**src/pkg/spi_port_pkg.sv**
```systemverilog
package spi_port_pkg;

	// ----------------------------------------
	// register indices (byte address = 4 x index)
	// ----------------------------------------
	localparam int          AXI_AW    = 12;
	localparam logic [9:0]  IDX_STAT  = 10'h0220;
	localparam logic [9:0]  IDX_CON   = 10'h0222;
	localparam logic [9:0]  IDX_BUF   = 10'h0224;
	localparam logic [9:0]  IDX_IRQ   = 10'h0226;
	localparam logic [15:0] RST_STAT  = 16'h0000;
	localparam logic [15:0] RST_CON   = 16'h0000;
	localparam logic [15:0] RST_BUF   = 16'h0000;
	localparam logic [15:0] CON_MASK  = 16'h6fff;
	localparam logic [1:0]  RESP_OKAY = 2'h0;
	localparam logic [1:0]  RESP_SLV  = 2'h2;

	// ----------------------------------------
	// field positions
	// ----------------------------------------
	localparam int ST_EN    = 15;
	localparam int ST_SIDL  = 13;
	localparam int ST_OVF   = 6;
	localparam int ST_TBF   = 1;
	localparam int ST_RBF   = 0;
	localparam int CN_FRM   = 14;
	localparam int CN_FSD   = 13;
	localparam int CN_DIS   = 11;
	localparam int CN_M16   = 10;
	localparam int CN_SMP   = 9;
	localparam int CN_CKE   = 8;
	localparam int CN_SELECT_CONTROL_ENABLE  = 7;
	localparam int CN_CKP   = 6;
	localparam int CN_MST   = 5;
	localparam int CN_SPRE  = 2;
	localparam int CN_PPRE  = 0;
	localparam int IQ_FLAG  = 0;
	localparam int IQ_EN    = 1;
	localparam int MSB8     = 7;
	localparam int MSB16    = 15;

	// ----------------------------------------
	// word sizes and prescale factors
	// ----------------------------------------
	localparam logic [4:0]  BITS8    = 5'h08;
	localparam logic [4:0]  BITS16   = 5'h10;
	localparam logic [4:0]  CNT_ONE  = 5'h01;
	localparam logic [6:0]  PRI_1    = 7'h01;
	localparam logic [6:0]  PRI_4    = 7'h04;
	localparam logic [6:0]  PRI_16   = 7'h10;
	localparam logic [6:0]  PRI_64   = 7'h40;
	localparam logic [3:0]  SEC_BASE = 4'h8;
	localparam logic [10:0] LIM_ONE  = 11'h001;
	localparam logic [8:0]  DIV_ZERO = 9'h000;
	localparam logic [8:0]  DIV_ONE  = 9'h001;

	typedef enum logic [2:0] {
		ST_IDLE  = 3'b001,
		ST_FRAME = 3'b010,
		ST_SHIFT = 3'b100
	} master_state_e;

	// system clock cycles per half shift clock period, minus one
	function automatic logic [8:0] half_limit(input logic [1:0] pp, input logic [2:0] sp);
		logic [6:0] pri;
		logic [3:0] sec;
		case (pp)
			2'b11:   pri = PRI_1;
			2'b10:   pri = PRI_4;
			2'b01:   pri = PRI_16;
			default: pri = PRI_64;
		endcase
		sec = SEC_BASE - {1'b0, sp};
		half_limit = 9'(11'(pri) * 11'(sec) - LIM_ONE);
	endfunction

endpackage

```
**src/core/spi_master_slave_port.sv**
```systemverilog
// Function
// 16-bit shift register; each transfer clocks 8 or 16 bits out and in.
// every finished transfer sets the done flag; an enable bit masks it.
// a finished word is copied from shift register into receive buffer.
// unread receive buffer at completion: set overflow, drop the new word.
// while overflow stands with buffer unread, shift clock edges are ignored.
// transfer end moves data to receive side, then pending transmit word loads.
// buffer address: writes fill transmit side, reads return receive side.
// master makes the shift clock from prescaler; writing buffer starts it.
// master raises done at the mid-bit capture of the last bit.
// slave shifts on external clock; done when the last bit is latched.
// select high in select mode stops output drive and transfers.
// shift clock is system clock through primary and secondary prescalers.
// one bit sets idle clock level, another sets the launching edge.
// word size bit picks 16 or 8 bit transfers, otherwise identical.
// changing the word size bit resets the port.
// output from bit 7 or bit 15; input enters at bit 0.
// output disable bit releases the serial output pin.
// framed mode uses select pin as frame sync; direction bit picks source.
// frame pulse high for one clock cycle; data follows on next edges.
// slave select rising resets counters; next transfer starts at the MSB.
// sleep aborts any transfer; register contents stay unchanged.
// stop-in-idle bit 13 halts the port during idle when set.
// module enable clear: pins ignored, shift logic held idle.
// master enable set drives the shift clock; clear receives it.
`timescale 1ns/10ps
`default_nettype none

module spi_master_slave_port (
	input  wire logic                              sys_clk,
	input  wire logic                              reset_n,
	input  wire logic [spi_port_pkg::AXI_AW-1:0]   s_axi_awaddr,
	input  wire logic                              s_axi_awvalid,
	output logic                                   s_axi_awready,
	input  wire logic [31:0]                       s_axi_wdata,
	input  wire logic [3:0]                        s_axi_wstrb,
	input  wire logic                              s_axi_wvalid,
	output logic                                   s_axi_wready,
	output logic [1:0]                             s_axi_bresp,
	output logic                                   s_axi_bvalid,
	input  wire logic                              s_axi_bready,
	input  wire logic [spi_port_pkg::AXI_AW-1:0]   s_axi_araddr,
	input  wire logic                              s_axi_arvalid,
	output logic                                   s_axi_arready,
	output logic [31:0]                            s_axi_rdata,
	output logic [1:0]                             s_axi_rresp,
	output logic                                   s_axi_rvalid,
	input  wire logic                              s_axi_rready,
	input  wire logic                              serial_in_pin,
	output logic                                   serial_out_pin,
	output logic                                   serial_out_oe,
	input  wire logic                              shift_clock_in,
	output logic                                   shift_clock_out,
	output logic                                   shift_clock_oe,
	input  wire logic                              slave_select_n_in,
	output logic                                   slave_select_n_out,
	output logic                                   slave_select_oe,
	input  wire logic                              sleep_req,
	input  wire logic                              idle_req,
	output logic                                   transfer_done_irq
);
	import spi_port_pkg::*;

	// ----------------------------------------
	// state
	// ----------------------------------------
	logic          en_r, en_nxt, sidl_r, sidl_nxt, ovf_r, ovf_nxt;
	logic          tbf_r, tbf_nxt, rbf_r, rbf_nxt, ifl_r, ifl_nxt, ie_r, ie_nxt;
	logic [15:0]   con_r, con_nxt, tx_r, tx_nxt, rx_r, rx_nxt, sr_r, sr_nxt;
	logic [4:0]    cnt_r, cnt_nxt;
	logic [8:0]    div_r, div_nxt;
	logic          sdo_r, sdo_nxt, sck_r, sck_nxt, ssout_r, ssout_nxt;
	logic          fcnt_r, fcnt_nxt, mdone_r, mdone_nxt, armed_r, armed_nxt;
	master_state_e st_r, st_nxt;
	logic          aw_hold_r, aw_hold_nxt, w_hold_r, w_hold_nxt;
	logic [9:0]    aw_idx_r, aw_idx_nxt;
	logic [15:0]   wd_r, wd_nxt, wm_r, wm_nxt;
	logic          bvalid_r, bvalid_nxt, rvalid_r, rvalid_nxt;
	logic [1:0]    bresp_r, bresp_nxt, rresp_r, rresp_nxt;
	logic [31:0]   rdata_r, rdata_nxt;
	logic          sck_s1, sck_s2, sck_p, sdi_s1, sdi_s2, ss_s1, ss_s2;

	// ----------------------------------------
	// decoded control
	// ----------------------------------------
	logic        master, clock_polarity_select, cke, select_control_enable, framed_mode_enable, fsd, m16, run, abort, stall;
	logic        tick, edge_hit, lead, capture, launch, go, done, wr_fire;
	logic        wr_buf, m16_chg;
	logic [4:0]  nbits;
	logic [8:0]  lim;
	logic [15:0] stat_w, merged, sr_sh, rd_val;
	logic [9:0]  ar_idx;

	assign s_axi_awready      = !aw_hold_r && !bvalid_r;
	assign s_axi_wready       = !w_hold_r && !bvalid_r;
	assign s_axi_arready      = !rvalid_r;
	assign s_axi_bvalid       = bvalid_r;
	assign s_axi_bresp        = bresp_r;
	assign s_axi_rvalid       = rvalid_r;
	assign s_axi_rresp        = rresp_r;
	assign s_axi_rdata        = rdata_r;
	assign serial_out_pin     = sdo_r;
	assign shift_clock_out    = sck_r;
	assign slave_select_n_out = ssout_r;
	assign transfer_done_irq  = ifl_r && ie_r;

	// output disable
	// select releases output
	assign serial_out_oe   = en_r && !con_r[CN_DIS]
		&& (con_r[CN_MST] || !con_r[CN_SELECT_CONTROL_ENABLE] || con_r[CN_FRM] || !ss_s2);
	// master drives clock
	assign shift_clock_oe  = en_r && con_r[CN_MST];
	// frame sync direction
	assign slave_select_oe = en_r && con_r[CN_MST] && con_r[CN_FRM] && !con_r[CN_FSD];

	// ----------------------------------------
	// pin synchronisers
	// ----------------------------------------
	always_ff @(posedge sys_clk)
	begin
		if (!reset_n)
		begin
			sck_s1 <= 1'b0;
			sck_s2 <= 1'b0;
			sck_p  <= 1'b0;
			sdi_s1 <= 1'b0;
			sdi_s2 <= 1'b0;
			ss_s1  <= 1'b1;
			ss_s2  <= 1'b1;
		end
		else
		begin
			sck_s1 <= shift_clock_in;
			sck_s2 <= sck_s1;
			sck_p  <= sck_s2;
			sdi_s1 <= serial_in_pin;
			sdi_s2 <= sdi_s1;
			ss_s1  <= slave_select_n_in;
			ss_s2  <= ss_s1;
		end
	end

	// ----------------------------------------
	// next state
	// ----------------------------------------
	always_comb
	begin
		{en_nxt, sidl_nxt, ovf_nxt, tbf_nxt, rbf_nxt} = {en_r, sidl_r, ovf_r, tbf_r, rbf_r};
		{ifl_nxt, ie_nxt, con_nxt, tx_nxt, rx_nxt} = {ifl_r, ie_r, con_r, tx_r, rx_r};
		{sr_nxt, cnt_nxt, div_nxt, sdo_nxt, sck_nxt} = {sr_r, cnt_r, div_r, sdo_r, sck_r};
		{ssout_nxt, fcnt_nxt, mdone_nxt, armed_nxt, st_nxt} =
			{ssout_r, fcnt_r, mdone_r, armed_r, st_r};
		{aw_hold_nxt, w_hold_nxt, aw_idx_nxt, wd_nxt, wm_nxt} =
			{aw_hold_r, w_hold_r, aw_idx_r, wd_r, wm_r};
		{bvalid_nxt, bresp_nxt, rvalid_nxt, rresp_nxt, rdata_nxt} =
			{bvalid_r, bresp_r, rvalid_r, rresp_r, rdata_r};

		master = con_r[CN_MST];
		clock_polarity_select    = con_r[CN_CKP];
		cke    = con_r[CN_CKE];
		select_control_enable   = con_r[CN_SELECT_CONTROL_ENABLE];
		framed_mode_enable  = con_r[CN_FRM];
		fsd    = con_r[CN_FSD];
		m16    = con_r[CN_M16];
		// word size
		nbits  = m16 ? BITS16 : BITS8;
		// prescaler chain
		lim    = half_limit(con_r[CN_PPRE+:2], con_r[CN_SPRE+:3]);
		// sleep aborts
		// disabled port idle
		abort  = !en_r || sleep_req;
		// stop in idle
		run    = !abort && !(idle_req && sidl_r);
		// overflow stall
		stall  = ovf_r && rbf_r;

		stat_w = 16'h0000;
		stat_w[ST_EN]   = en_r;
		stat_w[ST_SIDL] = sidl_r;
		stat_w[ST_OVF]  = ovf_r;
		stat_w[ST_TBF]  = tbf_r;
		stat_w[ST_RBF]  = rbf_r;

		// ----------------------------------------
		// register bus: write side
		// ----------------------------------------
		if (s_axi_awvalid && s_axi_awready)
		begin
			aw_hold_nxt = 1'b1;
			aw_idx_nxt  = s_axi_awaddr[AXI_AW-1:2];
		end
		if (s_axi_wvalid && s_axi_wready)
		begin
			w_hold_nxt = 1'b1;
			wd_nxt     = s_axi_wdata[15:0];
			wm_nxt     = {{8{s_axi_wstrb[1]}}, {8{s_axi_wstrb[0]}}};
		end
		wr_fire = aw_hold_r && w_hold_r && !bvalid_r;
		wr_buf  = 1'b0;
		m16_chg = 1'b0;
		merged  = 16'h0000;
		if (wr_fire)
		begin
			aw_hold_nxt = 1'b0;
			w_hold_nxt  = 1'b0;
			bvalid_nxt  = 1'b1;
			bresp_nxt   = RESP_OKAY;
			case (aw_idx_r)
				IDX_STAT:
				begin
					merged   = (stat_w & ~wm_r) | (wd_r & wm_r);
					en_nxt   = merged[ST_EN];
					sidl_nxt = merged[ST_SIDL];
					ovf_nxt  = ovf_r && merged[ST_OVF];
				end
				IDX_CON:
				begin
					merged  = ((con_r & ~wm_r) | (wd_r & wm_r)) & CON_MASK;
					con_nxt = merged;
					m16_chg = merged[CN_M16] != m16;
				end
				// write goes to transmit side
				IDX_BUF:
				begin
					tx_nxt  = (tx_r & ~wm_r) | (wd_r & wm_r);
					tbf_nxt = 1'b1;
					wr_buf  = 1'b1;
				end
				IDX_IRQ:
				begin
					if (wm_r[IQ_FLAG] && wd_r[IQ_FLAG])
						ifl_nxt = 1'b0;
					if (wm_r[IQ_EN])
						ie_nxt = wd_r[IQ_EN];
				end
				default:
					bresp_nxt = RESP_SLV;
			endcase
		end
		if (bvalid_r && s_axi_bready)
			bvalid_nxt = 1'b0;

		// ----------------------------------------
		// register bus: read side
		// ----------------------------------------
		ar_idx = s_axi_araddr[AXI_AW-1:2];
		rd_val = 16'h0000;
		if (s_axi_arvalid && s_axi_arready)
		begin
			rvalid_nxt = 1'b1;
			rresp_nxt  = RESP_OKAY;
			case (ar_idx)
				IDX_STAT: rd_val = stat_w;
				IDX_CON:  rd_val = con_r;
				// read returns receive side
				IDX_BUF:
				begin
					rd_val  = rx_r;
					rbf_nxt = 1'b0;
				end
				IDX_IRQ:
				begin
					rd_val[IQ_FLAG] = ifl_r;
					rd_val[IQ_EN]   = ie_r;
				end
				default:  rresp_nxt = RESP_SLV;
			endcase
			rdata_nxt = {16'h0000, rd_val};
		end
		else if (rvalid_r && s_axi_rready)
			rvalid_nxt = 1'b0;

		// ----------------------------------------
		// shift clock edges
		// ----------------------------------------
		tick     = run && master && st_r != ST_IDLE && div_r == lim;
		if (run && master && st_r != ST_IDLE)
			div_nxt = tick ? DIV_ZERO : div_r + DIV_ONE;
		else if (!run && !abort)
			div_nxt = div_r;
		else
			div_nxt = DIV_ZERO;
		// slave uses external clock
		edge_hit = master ? (tick && st_r == ST_SHIFT && !mdone_r)
			: (run && sck_s2 != sck_p);
		lead     = master ? (sck_r == clock_polarity_select) : (sck_s2 != clock_polarity_select);
		// launch and capture edges
		capture  = edge_hit && (lead == cke);
		launch   = edge_hit && (lead != cke);
		// framed data after pulse
		// select gates the slave
		go = !stall && (master || (framed_mode_enable ? (armed_r && ss_s2 == 1'b0)
			: (!select_control_enable || !ss_s2)));

		// slave arms on frame pulse
		if (run && !master && framed_mode_enable && cnt_r == 5'h00 && sck_s2 != sck_p && ss_s2)
			armed_nxt = 1'b1;

		if (tick)
			sck_nxt = ~sck_r;

		// ----------------------------------------
		// master sequencer
		// ----------------------------------------
		case (st_r)
			ST_IDLE:
			begin
				sck_nxt   = clock_polarity_select;
				ssout_nxt = 1'b0;
				// buffer write starts master
				if (run && master && tbf_r && !stall && !wr_buf
					&& (!(framed_mode_enable && fsd) || ss_s2))
				begin
					sr_nxt    = tx_r;
					tbf_nxt   = 1'b0;
					sdo_nxt   = m16 ? tx_r[MSB16] : tx_r[MSB8];
					fcnt_nxt  = 1'b0;
					mdone_nxt = 1'b0;
					st_nxt    = (framed_mode_enable && !fsd) ? ST_FRAME : ST_SHIFT;
					ssout_nxt = framed_mode_enable && !fsd;
				end
			end
			// one clock cycle pulse
			ST_FRAME:
			begin
				if (tick)
				begin
					fcnt_nxt = ~fcnt_r;
					if (fcnt_r)
					begin
						ssout_nxt = 1'b0;
						st_nxt    = ST_SHIFT;
					end
				end
			end
			ST_SHIFT:
			begin
				if (mdone_r && sck_r == clock_polarity_select)
				begin
					mdone_nxt = 1'b0;
					st_nxt    = ST_IDLE;
				end
			end
			default: st_nxt = ST_IDLE;
		endcase

		// ----------------------------------------
		// shift engine
		// ----------------------------------------
		// slave loads pending word
		if (run && !master && cnt_r == 5'h00 && !capture)
		begin
			if (tbf_r && !wr_buf)
			begin
				sr_nxt  = tx_r;
				tbf_nxt = 1'b0;
				sdo_nxt = m16 ? tx_r[MSB16] : tx_r[MSB8];
			end
			else
				sdo_nxt = m16 ? sr_r[MSB16] : sr_r[MSB8];
		end
		// msb out, lsb in
		if (launch && go && cnt_r != 5'h00)
			sdo_nxt = m16 ? sr_r[MSB16] : sr_r[MSB8];
		sr_sh = {sr_r[14:0], sdi_s2};
		done  = 1'b0;
		// shift one bit
		if (capture && go)
		begin
			sr_nxt  = sr_sh;
			cnt_nxt = cnt_r + CNT_ONE;
			done    = cnt_nxt == nbits;
		end
		if (done)
		begin
			cnt_nxt   = 5'h00;
			armed_nxt = 1'b0;
			mdone_nxt = master;
			// done at last capture
			// set done flag
			ifl_nxt   = 1'b1;
			// overflow drops word
			if (rbf_r)
				ovf_nxt = 1'b1;
			else
			begin
				// copy to receive buffer
				rx_nxt  = sr_sh;
				rbf_nxt = 1'b1;
			end
		end

		// select high resynchronises
		if (run && !master && select_control_enable && !framed_mode_enable && ss_s2)
		begin
			cnt_nxt = 5'h00;
			sdo_nxt = m16 ? sr_nxt[MSB16] : sr_nxt[MSB8];
		end

		// abort keeps registers
		if (abort)
		begin
			cnt_nxt   = 5'h00;
			st_nxt    = ST_IDLE;
			sck_nxt   = clock_polarity_select;
			ssout_nxt = 1'b0;
			mdone_nxt = 1'b0;
			armed_nxt = 1'b0;
		end

		// word size change resets port
		if (m16_chg)
		begin
			cnt_nxt   = 5'h00;
			st_nxt    = ST_IDLE;
			ssout_nxt = 1'b0;
			mdone_nxt = 1'b0;
			armed_nxt = 1'b0;
			tbf_nxt   = 1'b0;
			rbf_nxt   = 1'b0;
			ovf_nxt   = 1'b0;
		end
	end

	// ----------------------------------------
	// registers
	// ----------------------------------------
	always_ff @(posedge sys_clk)
	begin
		if (!reset_n)
		begin
			en_r      <= RST_STAT[ST_EN];
			sidl_r    <= RST_STAT[ST_SIDL];
			ovf_r     <= RST_STAT[ST_OVF];
			tbf_r     <= RST_STAT[ST_TBF];
			rbf_r     <= RST_STAT[ST_RBF];
			ifl_r     <= 1'b0;
			ie_r      <= 1'b0;
			con_r     <= RST_CON;
			tx_r      <= RST_BUF;
			rx_r      <= RST_BUF;
			sr_r      <= RST_BUF;
			cnt_r     <= 5'h00;
			div_r     <= DIV_ZERO;
			sdo_r     <= 1'b0;
			sck_r     <= RST_CON[CN_CKP];
			ssout_r   <= 1'b0;
			fcnt_r    <= 1'b0;
			mdone_r   <= 1'b0;
			armed_r   <= 1'b0;
			st_r      <= ST_IDLE;
			aw_hold_r <= 1'b0;
			w_hold_r  <= 1'b0;
			aw_idx_r  <= 10'h000;
			wd_r      <= 16'h0000;
			wm_r      <= 16'h0000;
			bvalid_r  <= 1'b0;
			bresp_r   <= RESP_OKAY;
			rvalid_r  <= 1'b0;
			rresp_r   <= RESP_OKAY;
			rdata_r   <= 32'h0000_0000;
		end
		else
		begin
			en_r      <= en_nxt;
			sidl_r    <= sidl_nxt;
			ovf_r     <= ovf_nxt;
			tbf_r     <= tbf_nxt;
			rbf_r     <= rbf_nxt;
			ifl_r     <= ifl_nxt;
			ie_r      <= ie_nxt;
			con_r     <= con_nxt;
			tx_r      <= tx_nxt;
			rx_r      <= rx_nxt;
			sr_r      <= sr_nxt;
			cnt_r     <= cnt_nxt;
			div_r     <= div_nxt;
			sdo_r     <= sdo_nxt;
			sck_r     <= sck_nxt;
			ssout_r   <= ssout_nxt;
			fcnt_r    <= fcnt_nxt;
			mdone_r   <= mdone_nxt;
			armed_r   <= armed_nxt;
			st_r      <= st_nxt;
			aw_hold_r <= aw_hold_nxt;
			w_hold_r  <= w_hold_nxt;
			aw_idx_r  <= aw_idx_nxt;
			wd_r      <= wd_nxt;
			wm_r      <= wm_nxt;
			bvalid_r  <= bvalid_nxt;
			bresp_r   <= bresp_nxt;
			rvalid_r  <= rvalid_nxt;
			rresp_r   <= rresp_nxt;
			rdata_r   <= rdata_nxt;
		end
	end

endmodule

`default_nettype wire

```
**config.mk**
```make
export PLATFORM = sky130hd
export DESIGN_NAME = spi_master_slave_port
export DESIGN_NICKNAME = d
export VERILOG_FILES = /design/src/pkg/spi_port_pkg.sv /design/src/core/spi_master_slave_port.sv
export SDC_FILE = /design/constraint.sdc
export NUM_CORES = 1
export LEC_CHECK = 0
export BUFFER_PORTS_ARGS = -buffer_cell sky130_fd_sc_hd__buf_2
export CORE_MARGIN = 2
export CORE_UTILIZATION = 30
export CTS_BUF_LIST = sky130_fd_sc_hd__clkbuf_4
export CTS_CLUSTER_SIZE = 25
export DETAILED_ROUTE_END_ITERATION = 6
export SETUP_SLACK_MARGIN = 0.15
export SYNTH_ARGS = -nofsm -noshare
export SYNTH_HDL_FRONTEND = slang
export SYNTH_SLANG_ARGS = --single-unit
```
**constraint.sdc**
```tcl
create_clock -name sys_clk -period 8.6 [get_ports sys_clk]
set_input_delay 1.72 -clock sys_clk [delete_from_list [all_inputs] [get_ports sys_clk]]
set_output_delay 1.72 -clock sys_clk [all_outputs]
set_load 0.03 [all_outputs]
```
Word-level counts from Yosys, hierarchy flattened

Index checks and enable logic that the tools add are counted.

Multiplexer cells: 70
Bitwise operators: 13
Shifts and indexed selects: 0
Reduce and logical (&&, ||, !) cells: 108
Magnitude comparators: 0
Divide/modulo/power cells: 0
Add/sub/neg operators: 4
Equality and inequality tests: 30
Multipliers: 1

Operators by type and width:

| kind                   | number |
|---|---|
| $eq A10 B10 Y1 const B | 8 |
| $mux W16               | 5 |
| $logic_and A1 B1 Y1    | 52 |
| $and A16 B16 Y16       | 3 |
| $mux W1                | 47 |
| $pmux W14 S3           | 1 |
| $or A16 B16 Y16        | 2 |
| $mux W9                | 3 |
| $pmux W7 S3            | 1 |
| $logic_not A1 Y1       | 19 |
| $not A16 Y16           | 1 |
| $and A15 B15 Y15       | 1 |
| $mux W3                | 5 |
| $or A15 B15 Y15        | 1 |
| $reduce_and A3 Y1      | 5 |
| $reduce_or A4 Y1       | 3 |
| $reduce_and A2 Y1      | 5 |
| $reduce_bool A2 Y1     | 5 |
| $add A9 B1 Y9 const B  | 1 |
| $eq A9 B9 Y1           | 1 |
| $mul A7 B4 Y9          | 1 |
| $pmux W3 S3            | 1 |
| $sub A9 B1 Y9 const B  | 1 |
| $ne A2 B2 Y1 const B   | 4 |
| 28 further kinds       | 50 |

Memories kept: 0
Latch bits: 0
Bits in read-only memories: 0
Output and inout port bits: 48
Flip-flop bits (word level): 158
RAM bits: 0

Depth between registers and ports, before layout

Word-level depth: 17
Mapped depth: 18
Gate-level depth less buffers: 17

Least setup slack after synthesis

No wires, ideal clock.

Kind: reg-to-reg
Start: reg with a tool-made name
End: reg rx_r[10]
Arrival: 3.925 ns
Library setup time: 0.116 ns
Period minus slack after synthesis: 4.041 ns
Slack: 4.559 ns
Stages on the path, launching flop included: 18
Buffers on the path: 2
Required time: 8.484 ns
Cell sequence: dfxtp_1 inv_1 ha_1 xnor2_1 and3_1 fa_1 fa_1 ha_1 xor2_1 xnor2_1 nor4bb_1 o2111a_2 a31oi_2 nor4_2 buf_4 buf_12 mux2i_1 nor2b_1

RTL lines:

| element                | line                         | text |
|---|---|---|
| end signal: assignment | spi_master_slave_port.sv:474 | `rx_r <= rx_nxt;` |
| end: declaration       | spi_master_slave_port.sv:69  | `logic [15:0] con_r, con_nxt, tx_r, tx_nxt, rx_r, rx_nxt, sr_r, sr_nxt;` |

==> run_results.csv <==
group,metric,value,unit
sta,finalClockSkew,0.0188,ns
critical_path,crit_path_cell_trace,"inv_1, ha_1, xnor2_1, and3_1, fa_1, fa_1, ha_1, xor2_1, xnor2_1, nor4bb_1, o2111a_2, a31oi_2, buf_4, nor4_4, buf_4, mux2i_1, nor2b_1",
power_and_ir_drop,p_seq_share,56.2,%
cts,cts.reportedPaths.clkPinSlew,0.14,ns
place,place_area,0.00807,sq mm
yosys,synth_flop_cell,"dfxtp_1",
critical_path,worst_setup_path_end_kind,"register",
place,pre_cts_ws,3.72,ns
place,port_buffers,79,
layout,fill_cells,2559,
floorplan,start_util,30.7,%
sta,fin_setup_tns,0,ns
critical_path,critPathLaunchType,"register",
cts,clock_sinks,149,
yosys,ys_ff_latch,149,
power_and_ir_drop,p_leak,3.27,nW
global_route,grtUsageTotal,14.1,%
sta,drv_slew,0,
sta,hold_viol_final,0,
sta,setup_violations,0,
route,wirelength,18200,um
worst_hold_path,min-delay-start,"sck_s1",
critical_path,reg2reg_slack,3.76,ns
cts,cts_tree,"done",
layout,stdcell_area,0.00838,sq mm
yosys,yosysUniqueCellTypes,63,
critical_path,worstSetupPathType,"reg2reg",
place,hpwl,13400,um
layout,area_growth,11.8,%
sta,max_slew_margin,28.0,%
critical_path,crit_buf_inv,3,
cts,clock_path_buffers,2,
critical_path,cpPeakStageDelay,0.56,ns
global_route,grt_first_pass_wirelength,29200,um
cts,cts_hold_buf,0,
route,first_pass_iters,7,
floorplan,core,0.0244,sq mm
sta,setup_ws,3.76,ns
yosys,async_reset_ff_share,0,%
yosys,yosysSeqAreaShare,39.8,%
layout,drive_gt1_share,13.9,%
cts,cts_made_buffers,17,
sta,whs,0.466,ns
critical_path,crit_arrival,5.31,ns
floorplan,ioPinCount,120,
floorplan,rows,57,
critical_path,cpMaxStageDelayCell,"dfxtp_1",
floorplan,die_h,162,um
critical_path,worstPathRequired,9.07,ns
yosys,synth_cells,868,
power_and_ir_drop,clockPowerShare,37.9,%
cts,post_cts_resized,0,
yosys,synth_edf_count,0,
layout,nNetsFinal,1018,
route,drc,0,
job,drv_cap,0,
worst_hold_path,hold_path_depth,1,
route,viasPerCell,4.76,
critical_path,reg2reg_depth,17,
route,dr_total_vias,6010,
global_route,grt_overflow,0,
worst_hold_path,worstHoldEndpoint,"sck_s2",
yosys,yosysWarnings,0,
power_and_ir_drop,p_sw_share,26.3,%
cts,cts_htree_levels,4,
global_route,antenna_found_initial,2,
cts,clock_latency,0.58,ns
sta,fin_crit_sh,56.3,%
sta,period_needed,4.84,ns
place,gp_congestion,0.803,
sta,timing.fmax,207,MHz
worst_hold_path,hold_path_class,"reg2reg",
global_route,grt_max_degree,97,
yosys,syn_area,0.00749,sq mm
power_and_ir_drop,peakVddDrop,0.0745,mV
cts,post-cts-setup-buffers,0,
floorplan,die_w,162,um
critical_path,r2r_end,"rx_r[9]",
yosys,avgSynthCellArea,8.63,sq um
status,status,"finished clean",
route,wl_per_cell,14.4,um
power_and_ir_drop,internal-power,0.937,mW
power_and_ir_drop,p_comb_share,6.0,%
route,drtIter0Drc,370,
global_route,grt_pass1_vias,5505,
floorplan,dieArea,0.0263,sq mm
route,ant_nets,0,
power_and_ir_drop,switchingPower,0.334,mW
cts,cts-root-buf,"clkbuf_4",
power_and_ir_drop,p_per_area,152,mW/mm^2
critical_path,path_max_fanout,38,
sta,rsz0062_at_grt,"false",
sta,worst_pin_slew,1.08,ns
critical_path,cp_top_family,"adder cells",
-- Yosys cell counts (3+ instances only) --
| cell | instances | area, sq um |
|---|---|---|
| nand4b_1 | 6 | 52.6 |
| a21oi_1 | 24 | 120 |
| nand2b_1 | 6 | 37.5 |
| nor3_1 | 7 | 35.0 |
| nor4_1 | 3 | 18.8 |
| inv_1 | 19 | 71.3 |
| nand4_1 | 4 | 25.0 |
| o21ai_0 | 36 | 180 |
| mux2i_1 | 42 | 420 |
| nor2_1 | 41 | 154 |
| nand3_1 | 15 | 75.1 |
| o211a_1 | 15 | 150 |
| dfxtp_1 | 149 | 2980 |
| nand2_1 | 170 | 638 |
| and3_1 | 14 | 87.6 |
| ha_1 | 15 | 188 |
| nor4b_1 | 5 | 43.8 |
| nor3b_1 | 6 | 45.0 |
| nor2b_1 | 35 | 219 |
| fa_1 | 6 | 120 |
| nand3b_1 | 3 | 22.5 |
| xor2_1 | 7 | 61.3 |
| xnor2_1 | 19 | 166 |
| or3_1 | 5 | 31.3 |
| clkbuf_1 | 35 | 131 |
| a22oi_1 | 13 | 97.6 |
| a21boi_0 | 69 | 518 |
| buf_4 | 24 | 180 |
| and2_1 | 32 | 200 |
-- metrics by stage --
stage | power [mW] | std cells | utilization, %
after global placement | 0.805 | 1230 | 33.1
after floorplan | 0.785 | 885 | -
final | 1.27 | 1263 | 34.4
after CTS | 1.29 | 1262 | 34.3
after detailed placement | 0.806 | 1230 | 33.1
after global routing | 1.33 | 1263 | 34.4
-- routing by layer --
| layer | vias up | track usage [%] | wire, um |
|---|---|---|---|
| met1 | 2798 | 19.2 | 8830 |
| li1 | 3064 | - | - |
| met3 | 28 | 2.81 | 775 |
| met2 | 118 | 22.6 | 8280 |
| met5 | - | 0 | 7 |
| met4 | 2 | 4.30 | 285 |
-- worst max-delay path by stage --
| stage | startpoint | to | slack (ns) | cells past startpoint |
|---|---|---|---|---|
| 2_1_floorplan | register | rx_r[10] | 4.56 | 17 |
| 3_3_place_gp | register | rx_r[8] | 3.82 | 17 |
| 3_5_place_dp | register | rx_r[8] | 3.72 | 17 |
| 4_1_cts | register | rx_r[11] | 3.69 | 17 |
| 5_1_grt | register | rx_r[7] | 3.36 | 17 |
| 6_report | register | rx_r[9] | 3.76 | 17 |
-- final cells by class --
class                      count  area, sq um  share of cell area (%)
timing repair buffer          84          435                    5.20
antenna                        1         2.50                  0.0299
clock buffer                  18          135                    1.61
multi-input combinational    654         4170                    49.8
tap                          324          405                    4.84
inverter                      19         71.3                   0.851
sequential                   149         2980                    35.6
clock inverter                14          176                    2.11
-- power groups by stage --
| stage | Combinational, mW | Clock (mW) | Sequential, mW |
|---|---|---|---|
| CTS | 0.0769 | 0.496 | 0.714 |
| detailed placement | 0.0767 | 0 | 0.729 |
| global route | 0.0847 | 0.526 | 0.716 |
| global placement | 0.0762 | 0 | 0.729 |
| finish | 0.0757 | 0.482 | 0.714 |
| floorplan | 0.0577 | 0 | 0.727 |
-- worst reg2reg max path, delay by kind of cell (launching register included) --
kind,cells,cell delay [ns]
compound gates,2,0.38
xor+xnor,3,0.51
fa+ha+maj,4,1.47
buf+inv,3,0.71
flops,1,0.56
mux,1,0.23
simple gates,4,0.89
-- placed cells by master (no fill, tap or decap), types with 3 or more instances in the layout --
master	n
a22oi_1	13
and3_1	14
clkinv_4	3
nand2_1	170
nand2b_1	6
o211a_1	15
nand4b_1	6
inv_1	19
or3_1	5
nor3b_1	6
nand3_1	15
conb_1	18
nand4_1	4
nor4_1	3
mux2i_1	42
and2_1	32
buf_4	6
nor2b_1	35
inv_6	3
o21ai_0	36
fa_1	6
nor2_1	41
a21oi_1	24
buf_2	78
a21boi_0	69
xor2_1	7
ha_1	15
nor3_1	7
xnor2_1	19
clkbuf_4	18
nor4b_1	5
nand3b_1	3
bufinv_16	3
dfxtp_1	149
-- cells by family after synthesis --
group / Yosys count / share of synthesized area, %
other: 1 / 0.0501
muxes: 44 / 6.21
DFF: 149 / 39.8
AOI/OAI and AO/OA: 178 / 16.6
xor gates and xnor gates: 27 / 3.34
buffers and inverters: 82 / 5.54
and+or+nand+nor: 366 / 24.3
adders and majority gates: 21 / 4.11
(Power assumes the default switching activity.)
